## src/hsic_filt_pkg.sv

```systemverilog
// Purpose: constants and types shared by the bus-state qualification logic
// Assumes: 100 MHz system clock, qualification units of one 60 MHz period
// Notes:   register indices are the printed offsets; byte address is four times
package hsic_filt_pkg;

  // clock rates and the derived reference tick
  localparam int unsigned CLK_MHZ       = 100;
  localparam int unsigned REF_MHZ       = 60;
  localparam int          ACC_W         = 8;
  localparam logic [ACC_W-1:0] ACC_STEP = ACC_W'(REF_MHZ);
  localparam logic [ACC_W-1:0] ACC_WRAP = ACC_W'(CLK_MHZ);

  // apb geometry
  localparam int ADDR_W  = 12;
  localparam int DATA_W  = 32;
  localparam int INDEX_W = 10;

  // register indices (byte address = index * 4)
  localparam logic [INDEX_W-1:0] IDX_RESET_LO  = 10'h214;
  localparam logic [INDEX_W-1:0] IDX_RESET_HI  = 10'h215;
  localparam logic [INDEX_W-1:0] IDX_RESUME_LO = 10'h218;
  localparam logic [INDEX_W-1:0] IDX_RESUME_HI = 10'h219;
  localparam logic [INDEX_W-1:0] IDX_IDLE_B0   = 10'h21c;
  localparam logic [INDEX_W-1:0] IDX_IDLE_B1   = 10'h21d;
  localparam logic [INDEX_W-1:0] IDX_IDLE_B2   = 10'h21e;
  localparam logic [INDEX_W-1:0] IDX_STATUS    = 10'h220;

  // reset values
  localparam logic [7:0] RST_RESET_LO  = 8'hb4;
  localparam logic [7:0] RST_RESET_HI  = 8'h00;
  localparam logic [7:0] RST_RESUME_LO = 8'hb4;
  localparam logic [7:0] RST_RESUME_HI = 8'h00;
  localparam logic [7:0] RST_IDLE_B0   = 8'h60;
  localparam logic [7:0] RST_IDLE_B1   = 8'hea;
  localparam logic [3:0] RST_IDLE_TOP  = 4'h0;

  // field layout
  localparam int FILT_W       = 16;
  localparam int IDLE_W       = 20;
  localparam int IDLE_TOP_LSB = 4;
  localparam int STAT_LINE_LSB = 4;

  // link phase
  typedef enum logic [3:0] {
    st_active  = 4'b0001,
    st_reset   = 4'b0010,
    st_suspend = 4'b0100,
    st_wake    = 4'b1000
  } link_state_t;

  // decoded hsic line state {strobe, data}
  typedef enum logic [1:0] {
    line_reset  = 2'b00,
    line_resume = 2'b01,
    line_idle   = 2'b10,
    line_other  = 2'b11
  } line_state_t;

endpackage : hsic_filt_pkg

```

## src/qual_timer.sv

```systemverilog
// Purpose: counts reference ticks while a bus state holds, pulses once at the limit
// Assumes: tick is a one-cycle enable at the reference rate
// Notes:   a limit of zero qualifies on the first tick
`timescale 1ns/1ps
module qual_timer #(
  parameter int W = 16
) (
  input  wire logic         clk,
  input  wire logic         rst,
  input  wire logic         tick,
  input  wire logic         active,
  input  wire logic [W-1:0] limit,
  output logic              done
);

  logic [W:0] count_r;
  logic [W:0] count_inc;
  logic       fired_r;
  logic       hit;

  assign count_inc = count_r + (W+1)'(1);
  assign hit       = active & tick & ~fired_r & (count_inc >= {1'b0, limit});

  always_ff @(posedge clk) begin
    if (rst || !active) begin
      count_r <= '0;
      fired_r <= 1'b0;
      done    <= 1'b0;
    end else begin
      done <= hit;
      if (hit) begin
        fired_r <= 1'b1;
      end
      if (tick && !fired_r) begin
        count_r <= count_inc;
      end
    end
  end

endmodule : qual_timer

```

## src/hsic_bus_state_filters.sv

```systemverilog
// Purpose: qualifies hsic reset, host resume and idle bus states against timers
// Assumes: apb slave, zero wait states; hsic pins are asynchronous to clk
// Notes:   one-cycle resume and resuspend pulses, reset valid is a level; link phase reported on link_state
// Function
// - reset state valid only after held for the 16-bit reset time.
// - reset qualification applies only when entering the reset state.
// - host resume qualified by 16-bit resume time; not for device wake.
// - idle time is 20 bits over three bytes, top nibble upper.
// - idle check runs only after wake from suspend with stable clock.
// - idle held for full idle time after wake returns to suspend.
// - all qualification times count 60 MHz reference periods.
// - each 16-bit time is a low and high byte, both read/write.
// - reset time low byte is its own register, reset value nonzero.
`timescale 1ns/1ps
module hsic_bus_state_filters (
  input  wire logic                              clk,
  input  wire logic                              rst,
  input  wire logic                              psel,
  input  wire logic                              penable,
  input  wire logic                              pwrite,
  input  wire logic [hsic_filt_pkg::ADDR_W-1:0]  paddr,
  input  wire logic [hsic_filt_pkg::DATA_W-1:0]  pwdata,
  output logic      [hsic_filt_pkg::DATA_W-1:0]  prdata,
  output logic                                   pready,
  output logic                                   pslverr,
  input  wire logic                              hsic_strobe,
  input  wire logic                              hsic_data,
  input  wire logic                              suspend_enter,
  input  wire logic                              clk_stable,
  input  wire logic                              remote_wake_active,
  output logic                                   bus_reset_valid,
  output logic                                   host_resume_pulse,
  output logic                                   resuspend_pulse,
  output logic      [3:0]                        link_state
);
  import hsic_filt_pkg::*;

  // software-visible filter times
  logic [7:0] reset_qual_time_lo_r;
  logic [7:0] reset_qual_time_hi_r;
  logic [7:0] resume_qual_time_lo_r;
  logic [7:0] resume_qual_time_hi_r;
  logic [7:0] idle_qual_time_b0_r;
  logic [7:0] idle_qual_time_b1_r;
  logic [3:0] idle_qual_time_top_r;

  // pin synchronisers
  logic        strobe_meta_r;
  logic        strobe_sync_r;
  logic        data_meta_r;
  logic        data_sync_r;
  logic        strobe_prev_r;
  logic        strobe_edge;
  line_state_t line_now;
  line_state_t line_prev_r;
  logic        line_changed;

  // reference tick
  logic [ACC_W-1:0] acc_r;
  logic [ACC_W-1:0] acc_sum;
  logic             ref_tick;

  // link phase machine
  link_state_t state_r;
  link_state_t state_nxt;

  // timer hookup
  logic [FILT_W-1:0] reset_qualify_time;
  logic [FILT_W-1:0] resume_qualify_time;
  logic [IDLE_W-1:0] idle_qualify_time;
  logic              reset_arm;
  logic              resume_arm;
  logic              idle_arm;
  logic              reset_done;
  logic              resume_done;
  logic              idle_done;

  // apb decode
  logic [INDEX_W-1:0] index;
  logic               sel_reset_lo;
  logic               sel_reset_hi;
  logic               sel_resume_lo;
  logic               sel_resume_hi;
  logic               sel_idle_b0;
  logic               sel_idle_b1;
  logic               sel_idle_b2;
  logic               sel_status;
  logic               mapped;
  logic               upper_ok;
  logic               setup_phase;
  logic               wr_en;
  logic [7:0]         wbyte;
  logic [DATA_W-1:0]  rd_mux;
  logic [DATA_W-1:0]  status_word;

  // first flops feed only the second flops
  always_ff @(posedge clk) begin
    if (rst) begin
      strobe_meta_r <= 1'b1;
      strobe_sync_r <= 1'b1;
      data_meta_r   <= 1'b0;
      data_sync_r   <= 1'b0;
    end else begin
      strobe_meta_r <= hsic_strobe;
      strobe_sync_r <= strobe_meta_r;
      data_meta_r   <= hsic_data;
      data_sync_r   <= data_meta_r;
    end
  end

  always_ff @(posedge clk) begin
    if (rst) begin
      strobe_prev_r <= 1'b1;
      line_prev_r   <= line_idle;
    end else begin
      strobe_prev_r <= strobe_sync_r;
      line_prev_r   <= line_now;
    end
  end

  assign line_now     = line_state_t'({strobe_sync_r, data_sync_r});
  assign strobe_edge  = strobe_sync_r ^ strobe_prev_r;
  assign line_changed = (line_now != line_prev_r) | strobe_edge;

  assign acc_sum  = acc_r + ACC_STEP;
  assign ref_tick = (acc_sum >= ACC_WRAP);

  always_ff @(posedge clk) begin
    if (rst) begin
      acc_r <= '0;
    end else if (ref_tick) begin
      acc_r <= acc_sum - ACC_WRAP;
    end else begin
      acc_r <= acc_sum;
    end
  end

  assign reset_qualify_time  = {reset_qual_time_hi_r, reset_qual_time_lo_r};
  assign resume_qualify_time = {resume_qual_time_hi_r, resume_qual_time_lo_r};
  assign idle_qualify_time   = {idle_qual_time_top_r, idle_qual_time_b1_r,
                                idle_qual_time_b0_r};

  assign reset_arm  = (line_now == line_reset) & ~line_changed & (state_r != st_reset);
  assign resume_arm = (line_now == line_resume) & ~line_changed & ~remote_wake_active &
                      ((state_r == st_suspend) | (state_r == st_wake));
  assign idle_arm   = (line_now == line_idle) & ~line_changed & (state_r == st_wake);

  qual_timer #(.W(FILT_W)) u_reset_timer (
    .clk    (clk),
    .rst    (rst),
    .tick   (ref_tick),
    .active (reset_arm),
    .limit  (reset_qualify_time),
    .done   (reset_done)
  );

  qual_timer #(.W(FILT_W)) u_resume_timer (
    .clk    (clk),
    .rst    (rst),
    .tick   (ref_tick),
    .active (resume_arm),
    .limit  (resume_qualify_time),
    .done   (resume_done)
  );

  qual_timer #(.W(IDLE_W)) u_idle_timer (
    .clk    (clk),
    .rst    (rst),
    .tick   (ref_tick),
    .active (idle_arm),
    .limit  (idle_qualify_time),
    .done   (idle_done)
  );

  // timer results only count while still armed, so a late pulse is dropped
  always_comb begin
    state_nxt = state_r;
    unique case (state_r)
      st_active: begin
        if (reset_done && reset_arm) begin
          state_nxt = st_reset;
        end else if (suspend_enter) begin
          state_nxt = st_suspend;
        end
      end
      st_reset: begin
        if (line_now != line_reset) begin
          state_nxt = st_active;
        end
      end
      st_suspend: begin
        if (reset_done && reset_arm) begin
          state_nxt = st_reset;
        end else if (resume_done && resume_arm) begin
          state_nxt = st_active;
        end else if (clk_stable) begin
          state_nxt = st_wake;
        end
      end
      st_wake: begin
        if (reset_done && reset_arm) begin
          state_nxt = st_reset;
        end else if (resume_done && resume_arm) begin
          state_nxt = st_active;
        end else if (idle_done && idle_arm) begin
          state_nxt = st_suspend;
        end
      end
      default: state_nxt = st_active;
    endcase
  end

  always_ff @(posedge clk) begin
    if (rst) begin
      state_r           <= st_active;
      host_resume_pulse <= 1'b0;
      resuspend_pulse   <= 1'b0;
    end else begin
      state_r           <= state_nxt;
      host_resume_pulse <= resume_done & resume_arm & (state_r != st_active) &
                           ~(reset_done & reset_arm);
      resuspend_pulse   <= (state_r == st_wake) & (state_nxt == st_suspend);
    end
  end

  assign bus_reset_valid = (state_r == st_reset);
  assign link_state      = state_r;

  // apb slave: zero wait states, read data captured in the setup cycle
  assign index         = paddr[ADDR_W-1:2];
  assign upper_ok      = (paddr[1:0] == 2'b00);
  assign sel_reset_lo  = upper_ok & (index == IDX_RESET_LO);
  assign sel_reset_hi  = upper_ok & (index == IDX_RESET_HI);
  assign sel_resume_lo = upper_ok & (index == IDX_RESUME_LO);
  assign sel_resume_hi = upper_ok & (index == IDX_RESUME_HI);
  assign sel_idle_b0   = upper_ok & (index == IDX_IDLE_B0);
  assign sel_idle_b1   = upper_ok & (index == IDX_IDLE_B1);
  assign sel_idle_b2   = upper_ok & (index == IDX_IDLE_B2);
  assign sel_status    = upper_ok & (index == IDX_STATUS);
  assign mapped        = sel_reset_lo | sel_reset_hi | sel_resume_lo | sel_resume_hi |
                         sel_idle_b0 | sel_idle_b1 | sel_idle_b2 | sel_status;
  assign setup_phase   = psel & ~penable;
  // status is read-only, so a write there is an error too
  assign wr_en         = psel & penable & pwrite & mapped & ~sel_status;
  assign wbyte         = pwdata[7:0];
  assign pready        = 1'b1;
  assign pslverr       = psel & penable & (~mapped | (pwrite & sel_status));

  assign status_word = {{(DATA_W-6){1'b0}}, line_now, state_r};

  assign rd_mux =
      sel_reset_lo  ? {{(DATA_W-8){1'b0}}, reset_qual_time_lo_r}  :
      sel_reset_hi  ? {{(DATA_W-8){1'b0}}, reset_qual_time_hi_r}  :
      sel_resume_lo ? {{(DATA_W-8){1'b0}}, resume_qual_time_lo_r} :
      sel_resume_hi ? {{(DATA_W-8){1'b0}}, resume_qual_time_hi_r} :
      sel_idle_b0   ? {{(DATA_W-8){1'b0}}, idle_qual_time_b0_r}   :
      sel_idle_b1   ? {{(DATA_W-8){1'b0}}, idle_qual_time_b1_r}   :
      sel_idle_b2   ? {{(DATA_W-8){1'b0}}, idle_qual_time_top_r, 4'h0} :
      sel_status    ? status_word : '0;

  always_ff @(posedge clk) begin
    if (rst) begin
      prdata <= '0;
    end else if (setup_phase && !pwrite) begin
      prdata <= rd_mux;
    end
  end

  always_ff @(posedge clk) begin
    if (rst) begin
      reset_qual_time_lo_r <= RST_RESET_LO;
    end else if (wr_en && sel_reset_lo) begin
      reset_qual_time_lo_r <= wbyte;
    end
  end

  always_ff @(posedge clk) begin
    if (rst) begin
      reset_qual_time_hi_r  <= RST_RESET_HI;
      resume_qual_time_lo_r <= RST_RESUME_LO;
      resume_qual_time_hi_r <= RST_RESUME_HI;
    end else if (wr_en) begin
      if (sel_reset_hi) begin
        reset_qual_time_hi_r <= wbyte;
      end
      if (sel_resume_lo) begin
        resume_qual_time_lo_r <= wbyte;
      end
      if (sel_resume_hi) begin
        resume_qual_time_hi_r <= wbyte;
      end
    end
  end

  // idle bytes, top nibble from bits 7:4
  always_ff @(posedge clk) begin
    if (rst) begin
      idle_qual_time_b0_r  <= RST_IDLE_B0;
      idle_qual_time_b1_r  <= RST_IDLE_B1;
      idle_qual_time_top_r <= RST_IDLE_TOP;
    end else if (wr_en) begin
      if (sel_idle_b0) begin
        idle_qual_time_b0_r <= wbyte;
      end
      if (sel_idle_b1) begin
        idle_qual_time_b1_r <= wbyte;
      end
      if (sel_idle_b2) begin
        idle_qual_time_top_r <= wbyte[7:IDLE_TOP_LSB];
      end
    end
  end

endmodule : hsic_bus_state_filters

```

## config.mk

```make
export PLATFORM = sky130hd
export DESIGN_NAME = hsic_bus_state_filters
export DESIGN_NICKNAME = d
export VERILOG_FILES = /design/src/hsic_filt_pkg.sv /design/src/qual_timer.sv /design/src/hsic_bus_state_filters.sv
export SDC_FILE = /design/constraint.sdc
export NUM_CORES = 1
export LEC_CHECK = 0
export ABC_AREA = 0
export BUFFER_PORTS_ARGS = -buffer_cell sky130_fd_sc_hd__buf_2
export CAP_MARGIN = 20
export CORE_ASPECT_RATIO = 2
export CORE_MARGIN = 1.5
export CORE_UTILIZATION = 50
export DETAILED_ROUTE_END_ITERATION = 10
export PLACE_DENSITY = 0.7
export SLEW_MARGIN = 25
export SYNTH_ARGS = -nofsm -noshare
export SYNTH_HDL_FRONTEND = slang
export SYNTH_SLANG_ARGS = --single-unit
export TNS_END_PERCENT = 20
```

## constraint.sdc

```tcl
create_clock -name clk -period 3.5 [get_ports clk]
set_input_delay 0.525 -clock clk [delete_from_list [all_inputs] [get_ports clk]]
set_output_delay 0.525 -clock clk [all_outputs]
set_load 0.05 [all_outputs]
```

# ---- Yosys cells after proc, flatten, opt, wreduce, memory -nomap -nowiden
# Index checks and enable logic that the tools add are counted.
dict set report totals {
  ff_bits 166
  wordCells 156
}
dict set report op_classes {
  add_sub_neg 5
  n_lt_le_gt_ge 4
  n_eq_ne 18
  muxes 19
  bitwise 56
  n_reduce_logical 27
}
# op count
set op_table {}
lappend op_table {{$eq A10 B10 Y1 const B} 8}
lappend op_table {{$mux W8} 8}
lappend op_table {{$and A1 B1 Y1} 36}
lappend op_table {{$mux W4} 9}
lappend op_table {{$add A17 B1 Y17 const B} 2}
lappend op_table {{$ge A17 B16 Y1} 2}
lappend op_table {{$add A21 B1 Y21 const B} 1}
lappend op_table {{$ge A21 B20 Y1} 1}
lappend op_table {{$pmux W4 S4} 1}
lappend op_table {{$reduce_and A2 Y1} 6}
lappend op_table {{$or A1 B1 Y1} 10}
lappend op_table {{$not A1 Y1} 9}
lappend op_table {{$add A8 B6 Y8 const B} 1}
lappend op_table {{$eq A4 B3 Y1 const B} 2}
lappend op_table {{$ge A8 B7 Y1 const B} 1}
lappend op_table {{$logic_and A1 B1 Y1} 8}
lappend op_table {{$sub A8 B7 Y8 const B} 1}
lappend op_table {{$logic_not A1 Y1} 7}
lappend op_table {{$mux W6} 1}
lappend op_table {{$eq A4 B1 Y1 const B} 1}
lappend op_table {{$eq A4 B2 Y1 const B} 1}
lappend op_table {{$eq A4 B4 Y1 const B} 1}
lappend op_table {{$logic_not A2 Y1} 2}
lappend op_table {{$ne A4 B1 Y1 const B} 1}
lappend op_table {{other kinds (7)} 9}

# ---- Logic depth before layout (Yosys ltp)
dict set report logic_depth {
  word_depth 12
  ltp_mapped 13
  depth_no_buf 13
}

# ---- Hierarchy
# From an unflattened synthesis, not the netlist that was laid out.
dict set report unflattened {
  hier_cells 1067
  hier_area_um2 8798.4
}
# module instances cells_each area_each_um2
set modules_own_cells {}
lappend modules_own_cells {hsic_bus_state_filters 1 481 4145.2}
lappend modules_own_cells {{qual_timer (u_reset_timer ...)} 2 183 1456.4}
lappend modules_own_cells {{qual_timer (u_idle_timer)} 1 220 1740.4}

# ---- Least setup slack after synthesis
# OpenSTA, ideal clock, no wires.
dict set report synth_path {
  kind {reg-to-reg}
  startpoint {reg state_r[1], in the netlist link_state[1]}
  endpoint {reg u_reset_timer.count_r[10]}
  setup_ns 0.128
  arrival_ns 3.443
  slack_ns -0.070
  path_stages_with_launch 6
  n_path_buf 2
  cell_sequence {dfxtp_1 > clkbuf_1 > nor4b_1 > nand3b_1 > clkbuf_1 > nor2_1}
}
dict set report synth_via {
  elab_chain_len 4
}
# element line
set synth_rtl {}
lappend synth_rtl {{start, declared} hsic_bus_state_filters.sv:64} ;# link_state_t state_r;
lappend synth_rtl {{start signal, assigned} hsic_bus_state_filters.sv:215} ;# state_r <= st_active;
lappend synth_rtl {{start signal, assigned} hsic_bus_state_filters.sv:219} ;# state_r <= state_nxt;
lappend synth_rtl {{$ne A4 B2 Y1} hsic_bus_state_filters.sv:143} ;# assign reset_arm = (line_now == line_reset) & ~line_changed & (state_r != st_reset);
lappend synth_rtl {{$and A1 B1 Y1} hsic_bus_state_filters.sv:143}
lappend synth_rtl {{$logic_not A1 Y1} qual_timer.sv:25} ;# if (rst || !active) begin
lappend synth_rtl {{$logic_or A1 B1 Y1} qual_timer.sv:25}
lappend synth_rtl {{end signal, assigned} qual_timer.sv:35} ;# count_r <= count_inc;
lappend synth_rtl {{end, declared} qual_timer.sv:16} ;# logic [W:0] count_r;
# No other way between the ends.
# A chain may end at the register's enable or synchronous reset.

# ---- Worst setup path after layout
dict set report layout_path {
  startpoint {reg u_resume_timer.count_r[0]}
  endpoint {reg u_resume_timer.fired_r}
}
dict set report layout_via {
  elab_chain_len 3
}
# element line
set layout_rtl {}
lappend layout_rtl {{start, declared} qual_timer.sv:16}
lappend layout_rtl {{start signal, assigned} qual_timer.sv:35}
lappend layout_rtl {{$add A17 B1 Y17} qual_timer.sv:21} ;# assign count_inc = count_r + (W+1)'(1);
lappend layout_rtl {{via u_resume_timer.count_inc[10]} qual_timer.sv:17} ;# logic [W:0] count_inc;
lappend layout_rtl {{$ge A17 B16 Y1} qual_timer.sv:22} ;# assign hit = active & tick & ~fired_r & (count_inc >= {1'b0, limit});
lappend layout_rtl {{$and A1 B1 Y1} qual_timer.sv:22}
lappend layout_rtl {{end signal, assigned} qual_timer.sv:27} ;# fired_r <= 1'b0;
lappend layout_rtl {{end signal, assigned} qual_timer.sv:32} ;# fired_r <= 1'b1;
lappend layout_rtl {{end, declared} qual_timer.sv:18} ;# logic fired_r;
# The timed path passes the listed nets, and every way through them passes these cells.

==> flow_metrics.tcl <==
set metrics [dict create \
    numCtsBuffers 17 \
    grt_util_met3_pct 4.036 \
    fin_nets 1199 \
    grt_first_pass_wirelength_um 36490 \
    fin_skew_ns 0.01023 \
    synth-seq-cells 139 \
    gp_congestion 0.9523 \
    tns_ns 0 \
    coreArea_mm2 0.01677 \
    dr.pass1.iters 5 \
    grt_start_max_net_pins 40 \
    ios 95 \
    hold_class "primary input to flop" \
    relSlewSlack_pct 38.45 \
    yosysSeqAreaShare_pct 32.44 \
    final_common_cell "nor2_1" \
    wl_per_cell_um 17.38 \
    r2r_start "u_resume_timer.count_r[0]$_SDFFE_PP0P_" \
    multiInputGateArea_mm2 0.005260 \
    die-height_um 188.2 \
    reg2reg_depth 13 \
    crit_fanout 5 \
    n_antenna_cell 0 \
    critPathSlowestCell "o41ai_1" \
    max_cap_viol_count 0 \
    synth.area.top_cells "dfxtp_1 (32%), ha_1 (8.5%), xnor2_1 (8.1%)" \
    timing.rr.end "u_resume_timer.fired_r$_SDFFE_PP0P_" \
    cts_setup_buffers 0 \
    finalSetupViolCount 0 \
    synth_top_area_share_pct 32.44 \
    numPortBuffers 45 \
    track_usage_pct 26.43 \
    dp_hpwl_um 17360 \
    ys_types 66 \
    end_kind "flop" \
    syn_inst 1057 \
    tightestPinTransition_ns 0.9205 \
    cts_tree "done" \
    grt-ovfl-total 0 \
    start_kind "flop" \
    design_area_mm2 0.009499 \
    drv_slew 0 \
    syn_area_mm2 0.008577 \
    synth_enable_flop_cells 0 \
    max_stage_delay_ns 0.47 \
    worstHoldPathCells 2 \
    fin_crit_ns 3.089 \
    top_usage_layer "met2" \
    fillers 1581 \
    path_class "flop to flop" \
    drc 0 \
    placed_area_mm2 0.008887 \
    cts.sinks 139 \
    cp.required_ns 3.80 \
    vdd_drop_max_v 0.0003309 \
    viasPerCell 5.783 \
    fin_util_pct 56.66 \
    fin_ws_ns 0.4114 \
    yosysWarnings 0 \
    hold_violations 0 \
    timing.fmax_mhz 323.8 \
    holdPathEnd "strobe_meta_r$_SDFF_PP1_" \
    insertion_delay_ns 0.43 \
    min_period_over_period_pct 88.25 \
    die_area_mm2 0.01800 \
    path_cells "ha_1 > and3_1 > and3_1 > nand3_1 > nor2_1 > xor2_1 > ha_1 > a211oi_1 > nor2_1 > o21ai_0 > a21oi_1 > o41ai_1 > o21ai_0" \
    synthFlopType "dfxtp_1" \
    ys_async_sr_fraction_pct 0 \
    drtIter0Drc 348 \
    seq_area_mm2 0.002783 \
    ff2ff_setup_slack_ns 0.41 \
    via_count 7559 \
    wirelength_um 22710 \
    rsz0062_at_grt "false" \
    syn_to_final_growth_pct 10.75 \
    p_leak_nw 3.704 \
    dp_slack_ns 0.3358 \
    antenna_left 0 \
    cts_max_path_buffers 2 \
    num_rows 67 \
    worstHoldStart "hsic_strobe" \
    worst-path-buf-inv 0 \
    clk_pin_slew_worst_paths_ns 0.07 \
    gr-usage-met2_pct 48.43 \
    met1_usage_pct 26.12 \
    synth_area_leader_cell "dfxtp_1" \
    antenna_found_initial 0 \
    final_cell_mix "nor2_1 (143), dfxtp_1 (139), xnor2_1 (79)" \
    initial_utilization_pct 51.16 \
    drive_gt1_share_pct 10.18 \
    p_per_area_mw_per_mm2 473.4 \
    cp_top_family "compound AO/OA/AOI/OAI gates" \
    crit_arrival_ns 3.39 \
    fp.dieW_um 95.61 \
    cts-root-buf "clkbuf_16" \
    ctsHtreeMaxLevel 4 \
    status "complete, no violations" \
    avgSynthCellArea_um2 8.114 \
    grt_pass1_vias 7373 \
]
-- worst reg2reg max path: stages (launching register included) --
cell      delay (ns)
dfxtp_1         0.40
ha_1            0.24
and3_1          0.19
and3_1          0.23
nand3_1         0.18
nor2_1          0.17
xor2_1          0.17
ha_1            0.26
a211oi_1        0.20
nor2_1          0.07
o21ai_0         0.16
a21oi_1         0.09
o41ai_1         0.47
o21ai_0         0.13
-- metal layers --
metal	up-vias	routed length [um]
met1	3578	8326
met2	202	12260
met4	0	1380
met5	-	0
met3	78	750
li1	3701	-
-- final cells by class --
type	count	area share [%]
clock buffers	19	4.663
clock inverters	13	1.765
inverters	61	2.410
multi-input cells	807	55.37
flip-flops and latches	139	29.29
well taps	207	2.727
repair buffers	61	3.767
-- cells in the mapped netlist, types with 6 or more instances --
cell type / instances
nand2b_1: 7
buf_2: 8
xnor2_1: 79
nand4_1: 22
o21a_1: 6
xor2_1: 29
clkbuf_1: 33
buf_4: 31
nand3_1: 61
inv_1: 60
nor2b_1: 9
o211ai_1: 7
a2111oi_0: 6
or2_2: 8
o21ai_0: 18
nand2_1: 75
a21oi_1: 42
nor4_1: 20
o31ai_1: 8
dfxtp_1: 139
mux2i_1: 35
nor2_1: 143
ha_1: 58
a31oi_1: 10
nor3_1: 43
and3_1: 12
-- worst max path at each step --
stage / cells after the start / slack (ns) / end / from
after global routing: 12 / 0.14 / u_idle_timer.done$_SDFF_PP0_ / u_idle_timer.count_r[0]$_SDFFE_PP0P_
after detailed placement: 12 / 0.34 / u_idle_timer.done$_SDFF_PP0_ / u_idle_timer.count_r[0]$_SDFFE_PP0P_
after global placement: 12 / 0.41 / u_idle_timer.done$_SDFF_PP0_ / u_idle_timer.count_r[0]$_SDFFE_PP0P_
after CTS: 12 / 0.28 / u_idle_timer.done$_SDFF_PP0_ / u_idle_timer.count_r[0]$_SDFFE_PP0P_
after floorplan: 12 / 0.57 / u_idle_timer.done$_SDFF_PP0_ / u_idle_timer.count_r[0]$_SDFFE_PP0P_
final: 13 / 0.41 / u_resume_timer.fired_r$_SDFFE_PP0P_ / u_resume_timer.count_r[0]$_SDFFE_PP0P_
-- kinds of logic (layout without fill, tap and decap cells) --
logic type	Yosys count	count (layout)	synth area share, %
buf+inv	134	154	7.338
fa+ha+maj	58	58	8.461
other cells	2	25	0.08756
xor+xnor	108	108	11.03
compound gates	141	141	11.03
flops	139	139	32.44
simple gates	440	440	25.53
mux	35	35	4.085
-- state kept, by name, summed over array words and instances, names as in the netlist, 4 cells and up --
name	cells
resume_qual_time_hi_r	8
acc_r	6
idle_qual_time_b0_r	8
reset_qual_time_hi_r	8
idle_qual_time_top_r	4
resume_qual_time_lo_r	8
link_state	4
u_resume_timer.count_r	17
reset_qual_time_lo_r	8
idle_qual_time_b1_r	8
prdata	8
u_idle_timer.count_r	21
u_reset_timer.count_r	17
-- timing repair --
item / 4_1_cts / 5_1_grt
hold buffers: 0 / 0
gates resized for setup: 0 / 1
endpoints found under the setup margin: 0 / 1
-- report_power, final --
group | internal, mW | switching (mW)
clock network | 1.14 | 0.730
registers | 1.62 | 0.0496
logic | 0.321 | 0.633
total | 3.08 | 1.41
-- per-stage QoR --
step	hold WS [ns]	std cells	total power, mW
2_1_floorplan	0.3895	1080	2.490
3_3_place_gp	0.4014	1275	2.642
3_5_place_dp	0.3996	1275	2.655
4_1_cts	0.2715	1307	4.528
5_1_grt	0.2950	1307	4.687
6_report	0.2865	1307	4.497
Note: power is estimated with default switching activity, not from simulation.
